File: src/inc/i2c_byte_pkg.sv
// shared constants and types for the serial port byte engine
package i2c_byte_pkg;

	// ****************************************************
	// widths and counts
	// ****************************************************
	localparam int unsigned BYTE_W   = 8;
	localparam int unsigned BIT_W    = 4;
	localparam logic [3:0]  LAST_DAT = 4'h7;
	localparam logic [3:0]  ACK_BIT  = 4'h8;
	localparam logic [7:0]  CNT_ZERO = 8'h00;
	localparam logic [7:0]  CNT_ONE  = 8'h01;
	localparam logic [3:0]  BIT_ZERO = 4'h0;
	localparam logic [3:0]  BIT_ONE  = 4'h1;

	// ****************************************************
	// sub-phases of one bit time
	// ****************************************************
	localparam logic [2:0] PH_LOW   = 3'h0;
	localparam logic [2:0] PH_REL   = 3'h1;
	localparam logic [2:0] PH_HIGH  = 3'h2;
	localparam logic [2:0] PH_SDAHI = 3'h3;
	localparam logic [2:0] PH_FIN   = 3'h4;
	localparam logic [2:0] PH_SETUP = 3'h5;

	// ****************************************************
	// engine states, one-hot
	// ****************************************************
	typedef enum logic [4:0] {
		ST_IDLE = 5'h01,
		ST_TX   = 5'h02,
		ST_RX   = 5'h04,
		ST_ACK  = 5'h08,
		ST_STOP = 5'h10
	} state_t;

	// ****************************************************
	// carriers
	// ****************************************************
	typedef struct packed {
		logic buffer_full_flag;
		logic ack_status_bit;
		logic serial_event_flag;
		logic write_collision_flag;
		logic receive_overflow_flag;
		logic receive_request_bit;
		logic ack_sequence_request;
		logic stop_request_bit;
		logic bus_free;
		logic busy;
	} status_t;

	typedef struct packed {
		logic scl_oe;
		logic sda_oe;
	} pins_t;

	localparam status_t STATUS_RST = '{default: 1'b0};
	localparam pins_t   PINS_REL   = '{default: 1'b0};

endpackage : i2c_byte_pkg

File: src/logic/i2c_master_byte_engine.sv
// master byte engine of a two-wire serial port
`timescale 1ns/1ps

module i2c_master_byte_engine
	import i2c_byte_pkg::*;
(
	// clock and reset
	input  wire logic              clk,
	input  wire logic              nrst,
	// software side
	input  wire logic              buf_wr,
	input  wire logic [BYTE_W-1:0] buf_wdata,
	input  wire logic              buf_rd,
	input  wire logic              rcv_req_set,
	input  wire logic              ack_req_set,
	input  wire logic              stop_req_set,
	input  wire logic              ack_value_bit,
	input  wire logic              write_collision_flag_clear,
	input  wire logic              event_clear,
	input  wire logic              ovf_clear,
	input  wire logic [BYTE_W-1:0] baud_reload,
	output      logic [BYTE_W-1:0] transfer_buffer,
	output      status_t           status,
	// bus pins, open drain
	input  wire logic              scl_in,
	output      logic              scl_out,
	output      logic              scl_oe,
	input  wire logic              sda_in,
	output      logic              sda_out,
	output      logic              sda_oe
);

	// ****************************************************
	// pin synchronisers
	// ****************************************************
	logic scl_m, scl_s, sda_m, sda_s;

	always_ff @(posedge clk) begin
		if (!nrst) begin
			scl_m <= 1'b1;
			scl_s <= 1'b1;
			sda_m <= 1'b1;
			sda_s <= 1'b1;
		end else begin
			scl_m <= scl_in;
			scl_s <= scl_m;
			sda_m <= sda_in;
			sda_s <= sda_m;
		end
	end

	// ****************************************************
	// state and sequencing
	// ****************************************************
	state_t            state;
	logic [2:0]        phase;
	logic [BIT_W-1:0]  bitcnt;
	logic [BYTE_W-1:0] shreg;
	logic [BYTE_W-1:0] cnt;
	logic              ack_drive;
	logic              idle, tick, brg_run, brg_load;
	logic              start_tx, start_rx, start_ack, start_stop;
	logic              rx_done;
	pins_t             next_pins, pins;

	assign idle       = (state == ST_IDLE);
	// fixed priority keeps exactly one sequence running
	assign start_tx   = idle && buf_wr;
	assign start_rx   = idle && !buf_wr && rcv_req_set;
	assign start_ack  = idle && !buf_wr && !rcv_req_set && ack_req_set;
	assign start_stop = idle && !buf_wr && !rcv_req_set && !ack_req_set && stop_req_set;

	// generator halts while SCL is released but still held low
	assign brg_run  = !idle && (phase == PH_LOW || phase == PH_HIGH || phase == PH_FIN);
	assign tick     = brg_run && (cnt == CNT_ZERO);
	assign brg_load = start_tx || start_rx || start_ack || tick
		|| (phase == PH_REL && scl_s && !idle)
		|| (state == ST_STOP && phase == PH_SETUP && !sda_s)
		|| (state == ST_STOP && phase == PH_SDAHI && sda_s && scl_s);
	assign rx_done  = (state == ST_RX) && (phase == PH_HIGH) && tick && (bitcnt == LAST_DAT);

	// ****************************************************
	// baud generator
	// ****************************************************
	always_ff @(posedge clk) begin
		if (!nrst) begin
			cnt <= CNT_ZERO;
		end else if (brg_load) begin
			cnt <= baud_reload;
		end else if (brg_run && cnt != CNT_ZERO) begin
			cnt <= cnt - CNT_ONE;
		end
	end

	// ****************************************************
	// engine state machine
	// ****************************************************
	always_ff @(posedge clk) begin
		if (!nrst) begin
			state  <= ST_IDLE;
			phase  <= PH_LOW;
			bitcnt <= BIT_ZERO;
		end else begin
			case (state)
				ST_IDLE: begin
					phase  <= start_stop ? PH_SETUP : PH_LOW;
					bitcnt <= BIT_ZERO;
					if (start_tx)
						state <= ST_TX;
					else if (start_rx)
						state <= ST_RX;
					else if (start_ack)
						state <= ST_ACK;
					else if (start_stop)
						state <= ST_STOP;
				end
				ST_TX, ST_RX, ST_ACK: begin
					case (phase)
						PH_LOW:  if (tick) phase <= PH_REL;
						PH_REL:  if (scl_s) phase <= PH_HIGH;
						PH_HIGH: begin
							if (tick) begin
								phase  <= PH_LOW;
								bitcnt <= bitcnt + BIT_ONE;
								if (state == ST_ACK
									|| (state == ST_TX && bitcnt == ACK_BIT)
									|| rx_done)
									state <= ST_IDLE;
							end
						end
						default: phase <= PH_LOW;
					endcase
				end
				ST_STOP: begin
					case (phase)
						PH_SETUP: if (!sda_s) phase <= PH_LOW;
						PH_LOW:   if (tick) phase <= PH_REL;
						PH_REL:   if (scl_s) phase <= PH_HIGH;
						PH_HIGH:  if (tick) phase <= PH_SDAHI;
						PH_SDAHI: if (sda_s && scl_s) phase <= PH_FIN;
						PH_FIN:   if (tick) state <= ST_IDLE;
						default:  phase <= PH_SETUP;
					endcase
				end
				default: state <= ST_IDLE;
			endcase
		end
	end

	// ****************************************************
	// shift register
	// ****************************************************
	always_ff @(posedge clk) begin
		if (!nrst) begin
			shreg <= CNT_ZERO;
		end else if (start_tx) begin
			shreg <= buf_wdata;
		end else if (state == ST_TX && phase == PH_HIGH && tick) begin
			shreg <= {shreg[BYTE_W-2:0], 1'b0};
		end else if (state == ST_RX && phase == PH_REL && scl_s) begin
			shreg <= {shreg[BYTE_W-2:0], sda_s};
		end
	end

	always_ff @(posedge clk) begin
		if (!nrst)
			ack_drive <= 1'b0;
		else if (start_ack)
			ack_drive <= !ack_value_bit;
	end

	// ****************************************************
	// transfer buffer and flags
	// ****************************************************
	always_ff @(posedge clk) begin
		if (!nrst) begin
			transfer_buffer <= CNT_ZERO;
		end else if (start_tx) begin
			transfer_buffer <= buf_wdata;
		end else if (rx_done) begin
			transfer_buffer <= shreg;
		end
	end

	always_ff @(posedge clk) begin
		if (!nrst) begin
			status <= STATUS_RST;
		end else begin
			status.busy <= !idle;
			// full flag: set wins over the read that clears it
			if (start_tx || rx_done)
				status.buffer_full_flag <= 1'b1;
			else if (state == ST_TX && phase == PH_HIGH && tick && bitcnt == LAST_DAT)
				status.buffer_full_flag <= 1'b0;
			else if (buf_rd && state != ST_TX)
				status.buffer_full_flag <= 1'b0;
			if (state == ST_TX && phase == PH_REL && scl_s && bitcnt == ACK_BIT)
				status.ack_status_bit <= sda_s;
			if ((state == ST_TX && phase == PH_HIGH && tick && bitcnt == ACK_BIT)
				|| rx_done || (state == ST_ACK && phase == PH_HIGH && tick)
				|| (state == ST_STOP && phase == PH_FIN && tick))
				status.serial_event_flag <= 1'b1;
			else if (event_clear)
				status.serial_event_flag <= 1'b0;
			// only software ever clears the collision flag
			if (buf_wr && !idle)
				status.write_collision_flag <= 1'b1;
			else if (write_collision_flag_clear)
				status.write_collision_flag <= 1'b0;
			if (rx_done && status.buffer_full_flag)
				status.receive_overflow_flag <= 1'b1;
			else if (ovf_clear)
				status.receive_overflow_flag <= 1'b0;
			if (start_rx)
				status.receive_request_bit <= 1'b1;
			else if (rx_done)
				status.receive_request_bit <= 1'b0;
			if (start_ack)
				status.ack_sequence_request <= 1'b1;
			else if (state == ST_ACK && phase == PH_HIGH && tick)
				status.ack_sequence_request <= 1'b0;
			if (start_stop)
				status.stop_request_bit <= 1'b1;
			else if (state == ST_STOP && phase == PH_FIN && tick)
				status.stop_request_bit <= 1'b0;
			if (state == ST_STOP && phase == PH_SDAHI && sda_s && scl_s)
				status.bus_free <= 1'b1;
			else if (start_tx)
				status.bus_free <= 1'b0;
		end
	end

	// ****************************************************
	// pin drive
	// ****************************************************
	always_comb begin
		next_pins = PINS_REL;
		// idle keeps SCL low; the bus is only let go by a stop
		next_pins.scl_oe = !status.bus_free;
		case (state)
			ST_TX: begin
				next_pins.scl_oe = (phase == PH_LOW);
				next_pins.sda_oe = (bitcnt != ACK_BIT) && !shreg[BYTE_W-1];
			end
			ST_RX:  next_pins.scl_oe = (phase == PH_LOW);
			ST_ACK: begin
				next_pins.scl_oe = (phase == PH_LOW);
				next_pins.sda_oe = ack_drive;
			end
			ST_STOP: begin
				next_pins.scl_oe = (phase == PH_SETUP || phase == PH_LOW);
				next_pins.sda_oe = (phase != PH_SDAHI && phase != PH_FIN);
			end
			default: ;
		endcase
	end

	always_ff @(posedge clk) begin
		if (!nrst)
			pins <= PINS_REL;
		else
			pins <= next_pins;
	end

	assign scl_oe  = pins.scl_oe;
	assign sda_oe  = pins.sda_oe;
	assign scl_out = 1'b0;
	assign sda_out = 1'b0;
endmodule : i2c_master_byte_engine

File: config.mk
export PLATFORM = sky130hd
export DESIGN_NAME = i2c_master_byte_engine
export DESIGN_NICKNAME = d
export VERILOG_FILES = /design/src/inc/i2c_byte_pkg.sv /design/src/logic/i2c_master_byte_engine.sv
export SDC_FILE = /design/constraint.sdc
export NUM_CORES = 1
export LEC_CHECK = 0
export BUFFER_PORTS_ARGS = -buffer_cell sky130_fd_sc_hd__buf_4
export CORE_MARGIN = 2
export CORE_UTILIZATION = 40
export CTS_BUF_LIST = sky130_fd_sc_hd__clkbuf_8 sky130_fd_sc_hd__clkbuf_16
export CTS_CLUSTER_SIZE = 16
export DETAILED_ROUTE_END_ITERATION = 7
export HOLD_SLACK_MARGIN = 0.06
export PLACE_DENSITY_LB_ADDON = 0.12
export RECOVER_POWER = 25
export SLEW_MARGIN = 40
export SYNTH_ARGS = -nofsm -noshare
export SYNTH_HDL_FRONTEND = slang
export SYNTH_SLANG_ARGS = --single-unit
export TNS_END_PERCENT = 50
File: constraint.sdc
create_clock -name clk -period 5.4 [get_ports clk]
set_clock_uncertainty 0.1 [all_clocks]
set_input_delay 1.62 -clock clk [delete_from_list [all_inputs] [get_ports clk]]
set_output_delay 1.62 -clock clk [all_outputs]
set_load 0.01 [all_outputs]
==> results of run 1 <==
state kept, by name (all words and copies together) (netlist names), 3 cells and up:
| register | count |
|---|---|
| status | 10 |
| cnt | 8 |
| shreg | 8 |
| transfer_buffer | 8 |
| state | 5 |
| bitcnt | 4 |
| phase | 3 |
layer usage:
| metal | up-vias | GRT usage (%) |
|---|---|---|
| met5 | - | 0 |
| met4 | 0 | 4.478 |
| met3 | 6 | 3.693 |
| met2 | 99 | 29.56 |
| met1 | 1213 | 27.49 |
| li1 | 1322 | - |
worst max-delay path: cells and delay by family:
| kind | cells | cell delay (ns) |
|---|---|---|
| compound gates | 1 | 0.48 |
| buf+inv | 2 | 1.92 |
worst min path at each step:
stage	from	to	slack (ns)	depth (start not counted)
after global routing	sda_m	sda_s	0.34	1
after CTS	sda_m	sda_s	0.32	1
after detailed placement	sda_m	sda_s	0.29	1
after global placement	sda_m	sda_s	0.29	1
after floorplan	scl_m	scl_s	0.29	1
final	sda_m	sda_s	0.31	1
synth_stat cells, drive strengths merged (2+ instances only):
library cell  count  share of area, %
o21ai            17               2.9
nand2b           12               2.6
nor2             28               3.6
buf              10               2.5
dfxtp            53                36
nand4             3              0.65
a211oi            5               1.5
xor2              2              0.60
nand3b            3              0.77
and3              4              0.86
o21a              3               1.0
nor4b             4               1.2
nor3b             2              0.69
a311oi            8               2.4
nor3              8               1.4
nor2b             7               1.5
a21oi            33               5.7
nand3            12               2.2
nor4              8               2.7
o211ai            8               2.5
ha                4               1.7
o221a             2              0.77
o221ai            3               1.1
o21bai            2              0.52
nand2            29               3.8
a31oi             4              0.86
clkbuf           13               1.7
or4b              2              0.69
inv              11               1.4
xnor2             6               1.8
or2               2              0.43
mux2i            11               3.8
and2              2              0.43
o311ai            3               1.5
cell type report:
cell class / count / area [sq um]
clock buffer: 5 / 68.82
clock inverter: 2 / 35.03
sequential: 53 / 1061
timing repair buffer: 50 / 345.3
tap: 99 / 123.9
inverter: 11 / 41.29
multi-input combinational: 255 / 1687
fill: 737 / 3775
through the flow:
step | hold WS (ns) | instances | worst slack, ns | total power, mW
after floorplan | 0.2863 | 342 | 2.462 | 0.6795
after global placement | 0.2905 | 468 | 1.833 | 0.7543
after detailed placement | 0.2929 | 468 | 1.821 | 0.7563
after CTS | 0.3169 | 475 | 2.154 | 1.028
after global routing | 0.3399 | 475 | 1.279 | 1.081
final | 0.3136 | 475 | 1.473 | 1.018
cells in the final DEF (no fill, tap or decap), types with 2 or more instances in the layout:
cell and n:
nor4b_1 4, or2_2 2, nand3b_1 3, and3_1 4
dfxtp_1 53, ha_1 4, mux2i_1 11, o21bai_1 2
conb_1 2, and2_1 2, nand2_1 28, nand3_1 11
o21ai_1 2, nor4_2 2, or4b_1 2, nand2b_1 12
o221ai_1 2, nor2_1 28, o21ai_0 15, o221a_2 2
o311ai_0 2, clkbuf_8 5, nor3_1 8, a311oi_1 8
nand4_1 3, a21oi_1 33, xnor2_1 6, a31oi_1 4
nor2b_1 7, clkbuf_1 8, nor4_1 5, o211ai_1 7
o21a_1 2, xor2_1 2, a211oi_1 4, inv_1 10
buf_4 42
cells by family (layout without fill, tap and decap cells):
family,Yosys count,after routing,share of synthesized area [%]
AND/OR/NAND/NOR,131,131,25.00
AO/OA/AOI/OAI,99,99,24.83
flip-flops,53,53,36.49
buffers and inverters,34,68,5.637
multiplexers,11,11,3.787
XOR/XNOR,8,8,2.410
adder cells (fa/ha/maj),4,4,1.721
other,1,2,0.1290
power breakdown:
part	internal, mW	switching (mW)
combinational	0.115	0.159
clock	0.135	0.137
sequential	0.429	0.0422
total	0.679	0.338
==> results.json, run 1 <==
{
  "startpoint": "nrst",
  "area_growth_pct": 15.62,
  "cp_slowest_cell": "clkinv_1",
  "rows": 31,
  "post-dp-hpwl_microns": 5085,
  "ys.flop_type": "dfxtp_1",
  "ys_warn_count": 0,
  "htreeDepth": 2,
  "finalHoldViolCount": 0,
  "maxCapViolCount": 0,
  "grt_pass1_wl_microns": 11760,
  "die_x_microns": 89.26,
  "critPathCapture": "shreg[6]",
  "vias": 2640,
  "avgViaCountPerCell": 5.558,
  "cts_buffer_depth": 2,
  "io_buffers": 48,
  "crit_fanout": 26,
  "slowest_delay_ns": 1.05,
  "wl_met2_microns": 3326,
  "dieArea_sq_mm": 0.007967,
  "fmax_mhz": 254.6,
  "grt_overflow": 0,
  "clock_sinks": 53,
  "finalSetupViolCount": 0,
  "placed_cell_area_sq_mm": 0.003288,
  "dr_wl_met3_microns": 464,
  "rr_worst_depth": 8,
  "clk_pin_slew_ns": 0.10,
  "diodes": 0,
  "synth-seq-cells": 53,
  "ir_drop_uv": 105.3,
  "hp-class": "reg -> reg",
  "synth_area_per_cell_sq_um": 8.527,
  "grt_pass1_vias": 2342,
  "antenna_found_initial": 0,
  "tns_ns": 0,
  "ctsHoldBuffers": 0,
  "final_nets": 409,
  "routabilityCongestion": 0.8112,
  "period_needed_ns": 3.927,
  "routedWlPerCell_microns": 15.33,
  "slew_headroom_pct": 18.99,
  "cts_tree": "built",
  "slew_violations": 0,
  "yosysUniqueCellTypes": 65,
  "post_cts.repair.setup_buffers": 0,
  "finish.utilization_pct": 47.11,
  "leakage_nw": 1.257,
  "synth_area_sq_mm": 0.002908,
  "drive_gt1_share_pct": 17.29,
  "drt-pass1-iter-count": 4,
  "synth-seq-area-share_pct": 36.49,
  "timing.rr.start": "cnt[0]",
  "cts_root_buf": "clkbuf_8",
  "design_area_sq_mm": 0.003362,
  "start_util_pct": 40.74,
  "ys_async_sr_fraction_pct": 0,
  "core_sq_mm": 0.007137,
  "end_kind": "flip-flop",
  "dieHeight_microns": 89.26,
  "crit_chain": "clkbuf_1 -> clkinv_1 -> a311oi_1",
  "met1Wirelength_microns": 3431,
  "drt_iter0_markers": 130,
  "io-pin-count": 51,
  "path_class": "in -> reg",
  "drc": 0,
  "r2r-end": "transfer_buffer[2]",
  "rsz0062_at_grt": "no",
  "r2r_slack_ns": 2.55,
  "status": "complete, no violations",
  "grt_max_degree": 28,
  "cts_resized": 0,
  "power.density_mw_per_mm2": 302.7,
  "syn_inst": 341,
  "synth_edf_count": 0,
  "clk_latency_ns": 0.32,
  "highest_layer": "met4",
  "finalWirelength_microns": 7281,
  "detail-route-antenna-nets": 0,
  "worst_pin_slew_ns": 1.215,
  "start_kind": "input port",
  "required_ns": 5.50,
  "arrival_ns": 4.03,
  "grt.total_usage_pct": 19.09,
  "fin_crit_sh_pct": 72.72,
  "cts_buffers": 5
}
Note: power is estimated with default switching activity, not from simulation.
==> inputs of run 2 (changes only) <==
- clock period: 5.4 -> 3.4 ns (I/O delays scaled with it)
==> run 2 against run 1 <==
  * Clock power rose by 39%
  * Highest routed layer unchanged
  * Critical endpoint is now shreg[7]
  * Via count rose by 0.45%
  * First-iteration DRC count is 15% lower
==> results.json, run 2 (same netlist as run 1, synthesis figures left out) <==
{
  "fmax_mhz": 378.4,
  "post-dp-hpwl_microns": 5319,
  "status": "complete, no violations",
  "tns_ns": 0,
  "finalWirelength_microns": 7366,
  "slew_violations": 0,
  "clock_sinks": 53,
  "cts_root_buf": "clkbuf_8",
  "core_sq_mm": 0.007137,
  "clk_pin_slew_ns": 0.09,
  "met1Wirelength_microns": 3588,
  "cts_buffer_depth": 2,
  "drc": 0,
  "io-pin-count": 51,
  "dieHeight_microns": 89.26,
  "cts_buffers": 5,
  "slew_headroom_pct": 17.34,
  "ir_drop_uv": 235.3,
  "io_buffers": 48,
  "finalSetupViolCount": 0,
  "vias": 2652,
  "grt.total_usage_pct": 19.25,
  "drt-pass1-iter-count": 4,
  "startpoint": "nrst",
  "fin_crit_sh_pct": 77.73,
  "dr_wl_met3_microns": 418,
  "die_x_microns": 89.26,
  "crit_fanout": 26,
  "drive_gt1_share_pct": 17.32,
  "highest_layer": "met4",
  "grt_pass1_vias": 2421,
  "setup_ws_ns": 0.7572,
  "routedWlPerCell_microns": 15.35,
  "routabilityCongestion": 0.8234,
  "area_growth_pct": 15.75,
  "rr_worst_depth": 5,
  "ctsHoldBuffers": 0,
  "cts_resized": 0,
  "arrival_ns": 2.76,
  "maxCapViolCount": 0,
  "r2r-end": "ack_drive",
  "avgViaCountPerCell": 5.525,
  "path_class": "in -> reg",
  "clk_latency_ns": 0.31,
  "detail-route-antenna-nets": 0,
  "diodes": 0,
  "end_kind": "flip-flop",
  "post_cts.repair.setup_buffers": 0,
  "drt_iter0_markers": 110,
  "period_needed_ns": 2.643,
  "required_ns": 3.51,
  "timing.rr.start": "state[1]",
  "largest-register": "status",
  "wl_met2_microns": 3268,
  "finalHoldViolCount": 0,
  "dieArea_sq_mm": 0.007967,
  "r2r_slack_ns": 0.82,
  "worst_pin_slew_ns": 1.240,
  "grt_pass1_wl_microns": 11960,
  "hp-class": "reg -> reg",
  "leakage_nw": 1.257,
  "cts_tree": "built",
  "htreeDepth": 2,
  "power.density_mw_per_mm2": 465.6,
  "grt_overflow": 0,
  "layout_commonest_cell": "dfxtp_1",
  "rows": 31,
  "dp_slack_ns": 0.5139,
  "start_kind": "input port",
  "critPathCapture": "shreg[7]",
  "antenna_found_initial": 0,
  "largest_reg_flops": 10,
  "layout_common_cells": "dfxtp_1, buf_4, a21oi_1",
  "grt_max_degree": 27,
  "final_nets": 413,
  "start_util_pct": 40.74,
  "rsz0062_at_grt": "no"
}
run 2: layout make-up:
class / count / area [sq um]
clock buffer: 6 / 82.58
clock inverter: 2 / 13.76
fill: 747 / 3771
inverter: 11 / 41.29
multi-input combinational: 255 / 1687
sequential: 53 / 1061
tap: 99 / 123.9
timing repair buffer: 54 / 356.6
run 2: power breakdown:
group | switching (mW) | internal, mW
combinational | 0.255 | 0.185
sequential | 0.0676 | 0.682
clock | 0.212 | 0.166
total | 0.535 | 1.03
run 2: worst min path at each step:
stage / endpoint / cells after the start / startpoint
finish: sda_s / 1 / sda_m
floorplan: scl_s / 1 / scl_m
detailed placement: sda_s / 1 / sda_m
global placement: sda_s / 1 / sda_m
CTS: sda_s / 1 / sda_m
global route: sda_s / 1 / sda_m
run 2: stage by stage:
| stage | instances | power [mW] | util, % | area (sq um) | hold slack [ns] |
|---|---|---|---|---|---|
| 6_report | 480 | 1.567 | 47.16 | 3366 | 0.3143 |
| 5_1_grt | 480 | 1.667 | 47.16 | 3366 | 0.3395 |
| 4_1_cts | 480 | 1.596 | 47.84 | 3415 | 0.3172 |
| 3_5_place_dp | 472 | 1.211 | 46.49 | 3318 | 0.2929 |
| 3_3_place_gp | 472 | 1.207 | 46.49 | 3318 | 0.2915 |
| 2_1_floorplan | 342 | 1.079 | - | 2912 | 0.2863 |
run 2: critical path, cell delays in order:
cell      delay (ns)
clkbuf_1        0.89
inv_2           0.51
a311oi_1        0.33
run 2: metal layers:
layer	vias to the layer above	global-route usage, %
li1	1332	-
met1	1232	27.31
met2	80	30.30
met3	8	3.786
met4	0	4.342
met5	-	0
==> inputs of run 3 (changes only) <==
- ABC_AREA: unset -> 1
- clock period: 3.4 -> 2.65 ns (I/O delays scaled with it)
==> run 3 against run 2 <==
  * Cell count increased by 21%
  * Clock power increased by 53%
  * Global-route usage decreased by 0.99 points
  * Sequential power increased by 58%
  * Total power increased by 140%
  * Wire length decreased by 4.4%
  * Combinational power increased to 4.4 times the previous value
  * Non-clock buffer count decreased by 3
  * Largest power group is now combinational logic
==> results.json, run 3 <==
{
  "cp_slowest_cell": "clkbuf_1",
  "r2r-end": "cnt[1]",
  "hp-class": "reg -> reg",
  "diodes": 0,
  "grt.total_usage_pct": 18.26,
  "ir_drop_uv": 382.7,
  "synth_edf_count": 0,
  "crit_fanout": 30,
  "core_sq_mm": 0.007176,
  "synth_area_sq_mm": 0.002927,
  "die_x_microns": 89.54,
  "synth_area_per_cell_sq_um": 6.728,
  "drive_gt1_share_pct": 15.50,
  "status": "complete, no violations",
  "drt_iter0_markers": 99,
  "yosysUniqueCellTypes": 34,
  "routabilityCongestion": 0.8638,
  "dieHeight_microns": 89.54,
  "cts_root_buf": "clkbuf_8",
  "routedWlPerCell_microns": 12.08,
  "syn_inst": 435,
  "synth.top_cells.by_count": "nand2_1, nor2_1, dfxtp_1",
  "io_buffers": 48,
  "largest-register": "status",
  "clk_pin_slew_ns": 0.10,
  "maxCapViolCount": 0,
  "finalHoldViolCount": 0,
  "placed_cell_area_sq_mm": 0.003363,
  "power.density_mw_per_mm2": 1077,
  "antenna_found_initial": 0,
  "rows": 31,
  "finalSetupViolCount": 0,
  "path_class": "in -> reg",
  "synth-seq-area-share_pct": 36.25,
  "grt_pass1_vias": 2532,
  "grt_max_degree": 31,
  "hold_depth": 1,
  "whs_endpoint": "scl_s",
  "worstHoldStart": "scl_m",
  "final_nets": 516,
  "ys.flop_type": "dfxtp_1",
  "period_needed_ns": 2.141,
  "grt_pass1_wl_microns": 11490,
  "dieArea_sq_mm": 0.008017,
  "avgViaCountPerCell": 4.885,
  "vias": 2848,
  "ys_async_sr_fraction_pct": 0,
  "slew_violations": 0,
  "cts_tree": "built",
  "area_growth_pct": 17.61,
  "cts_buffers": 5,
  "synth-seq-cells": 53,
  "fmax_mhz": 467.1,
  "yosysMostFrequentCell": "nand2_1",
  "post-dp-hpwl_microns": 5322,
  "drt-pass1-iter-count": 4,
  "grt_overflow": 0,
  "cts_resized": 0,
  "clk_latency_ns": 0.30,
  "arrival_ns": 2.24,
  "required_ns": 2.75,
  "slowest_delay_ns": 0.80,
  "largest_reg_flops": 10,
  "end_kind": "flip-flop",
  "design_area_sq_mm": 0.003442,
  "rr_worst_depth": 8,
  "io-pin-count": 51,
  "ys_warn_count": 0,
  "finalWirelength_microns": 7043,
  "leakage_nw": 1.682,
  "start_util_pct": 40.78,
  "htreeDepth": 2,
  "cts_buffer_depth": 2,
  "yosysTopAreaCell": "dfxtp_1",
  "start_kind": "input port",
  "crit_chain": "buf_4 -> inv_1 -> clkbuf_1 -> o21ai_0 -> o21ai_0 -> inv_1",
  "detail-route-antenna-nets": 0,
  "clock_sinks": 53,
  "ctsHoldBuffers": 0,
  "r2r_slack_ns": 0.67,
  "rsz0062_at_grt": "no",
  "slew_headroom_pct": 28.35,
  "fin_crit_sh_pct": 80.79,
  "fill_cells": 797,
  "synth_top_area_share_pct": 36.25,
  "timing.rr.start": "state[2]",
  "yosys-top-cells-area": "dfxtp_1, nand2_1, nor2_1, nand3_1, inv_1",
  "post_cts.repair.setup_buffers": 0,
  "layout_common_cells": "nand2_1, nor2_1, dfxtp_1",
  "layout_commonest_cell": "nand2_1",
  "drc": 0,
  "worst_pin_slew_ns": 1.075,
  "tns_ns": 0
}
## run 3: cell count changes in the layout (fill, tap and decap cells not counted), sizes merged, moves of 7 or more
cell / before / now
a21oi: 33 / 18
a311oi: 8 / 1
inv: 11 / 51
mux2i: 11 / 0
nand2: 29 / 110
nand2b: 12 / 0
nand3: 12 / 48
nor2: 28 / 85
nor2b: 7 / 0
nor3: 8 / 0
nor4: 8 / 0
o211ai: 8 / 0
## run 3: critical path, delay by kind of cell
kind / cells / cell delay, ns
buf+inv: 4 / 1.17
compound gates: 2 / 0.26
## run 3: cell families after synthesis
kind of cell               Yosys count  synth area share (%)
xor gates and xnor gates             4                 1.197
buffers and inverters               63                 9.192
DFF                                 53                 36.25
other                                1                0.1281
AOI/OAI and AO/OA                   52                 10.65
and+or+nand+nor                    258                 40.87
adders and majority gates            4                 1.710
## run 3: per-layer routing
metal / share of wire, % / vias up / routed length [microns] / global-route usage [%]
met3: 4.5 / 4 / 318 / 3.232
li1: - / 1486 / - / -
met4: 0.87 / 0 / 61 / 4.613
met1: 47 / 1302 / 3341 / 23.63
met5: 0 / - / 0 / 0
met2: 47 / 56 / 3321 / 31.45
## run 3: stage by stage
step / hold slack, ns / power [mW] / instances / setup slack, ns / util (%)
final: 0.3243 / 3.708 / 583 / 0.5091 / 47.97
after global routing: 0.3399 / 4.065 / 583 / 0.3656 / 47.97
after CTS: 0.3299 / 3.782 / 583 / 0.6112 / 48.54
after detailed placement: 0.3050 / 3.189 / 575 / 0.2656 / 46.87
after global placement: 0.3002 / 3.165 / 575 / 0.3360 / 46.87
after floorplan: 0.2925 / 2.701 / 436 / 0.7474 / -
## run 3: layout make-up
type | instances | area [sq um] | share of cell area, %
Multi-Input combinational cell | 320 | 1600 | 46.49
Sequential cell | 53 | 1061 | 30.83
Timing Repair Buffer | 51 | 341.6 | 9.924
Inverter | 52 | 195.2 | 5.671
Tap cell | 99 | 123.9 | 3.599
Clock buffer | 6 | 82.58 | 2.399
Clock inverter | 2 | 37.54 | 1.091
## run 3: worst max path at each step
stage                 from         to  slack [ns]  depth (start not counted)
floorplan           buf_wr     cnt[1]        0.75                          6
global placement    buf_wr     cnt[2]        0.34                          8
detailed placement  buf_wr     cnt[1]        0.27                          8
CTS                 buf_wr     cnt[1]        0.61                          8
global route          nrst  bitcnt[0]        0.37                          6
finish                nrst  bitcnt[0]        0.51                          6
## run 3: power by group
| group | total [mW] | internal (mW) | switching [mW] | leakage, nW |
|---|---|---|---|---|
| combinational | 1.95 | 0.691 | 1.26 | 1.19 |
| clock | 0.579 | 0.308 | 0.271 | 0.0574 |
| sequential | 1.18 | 1.03 | 0.150 | 0.436 |
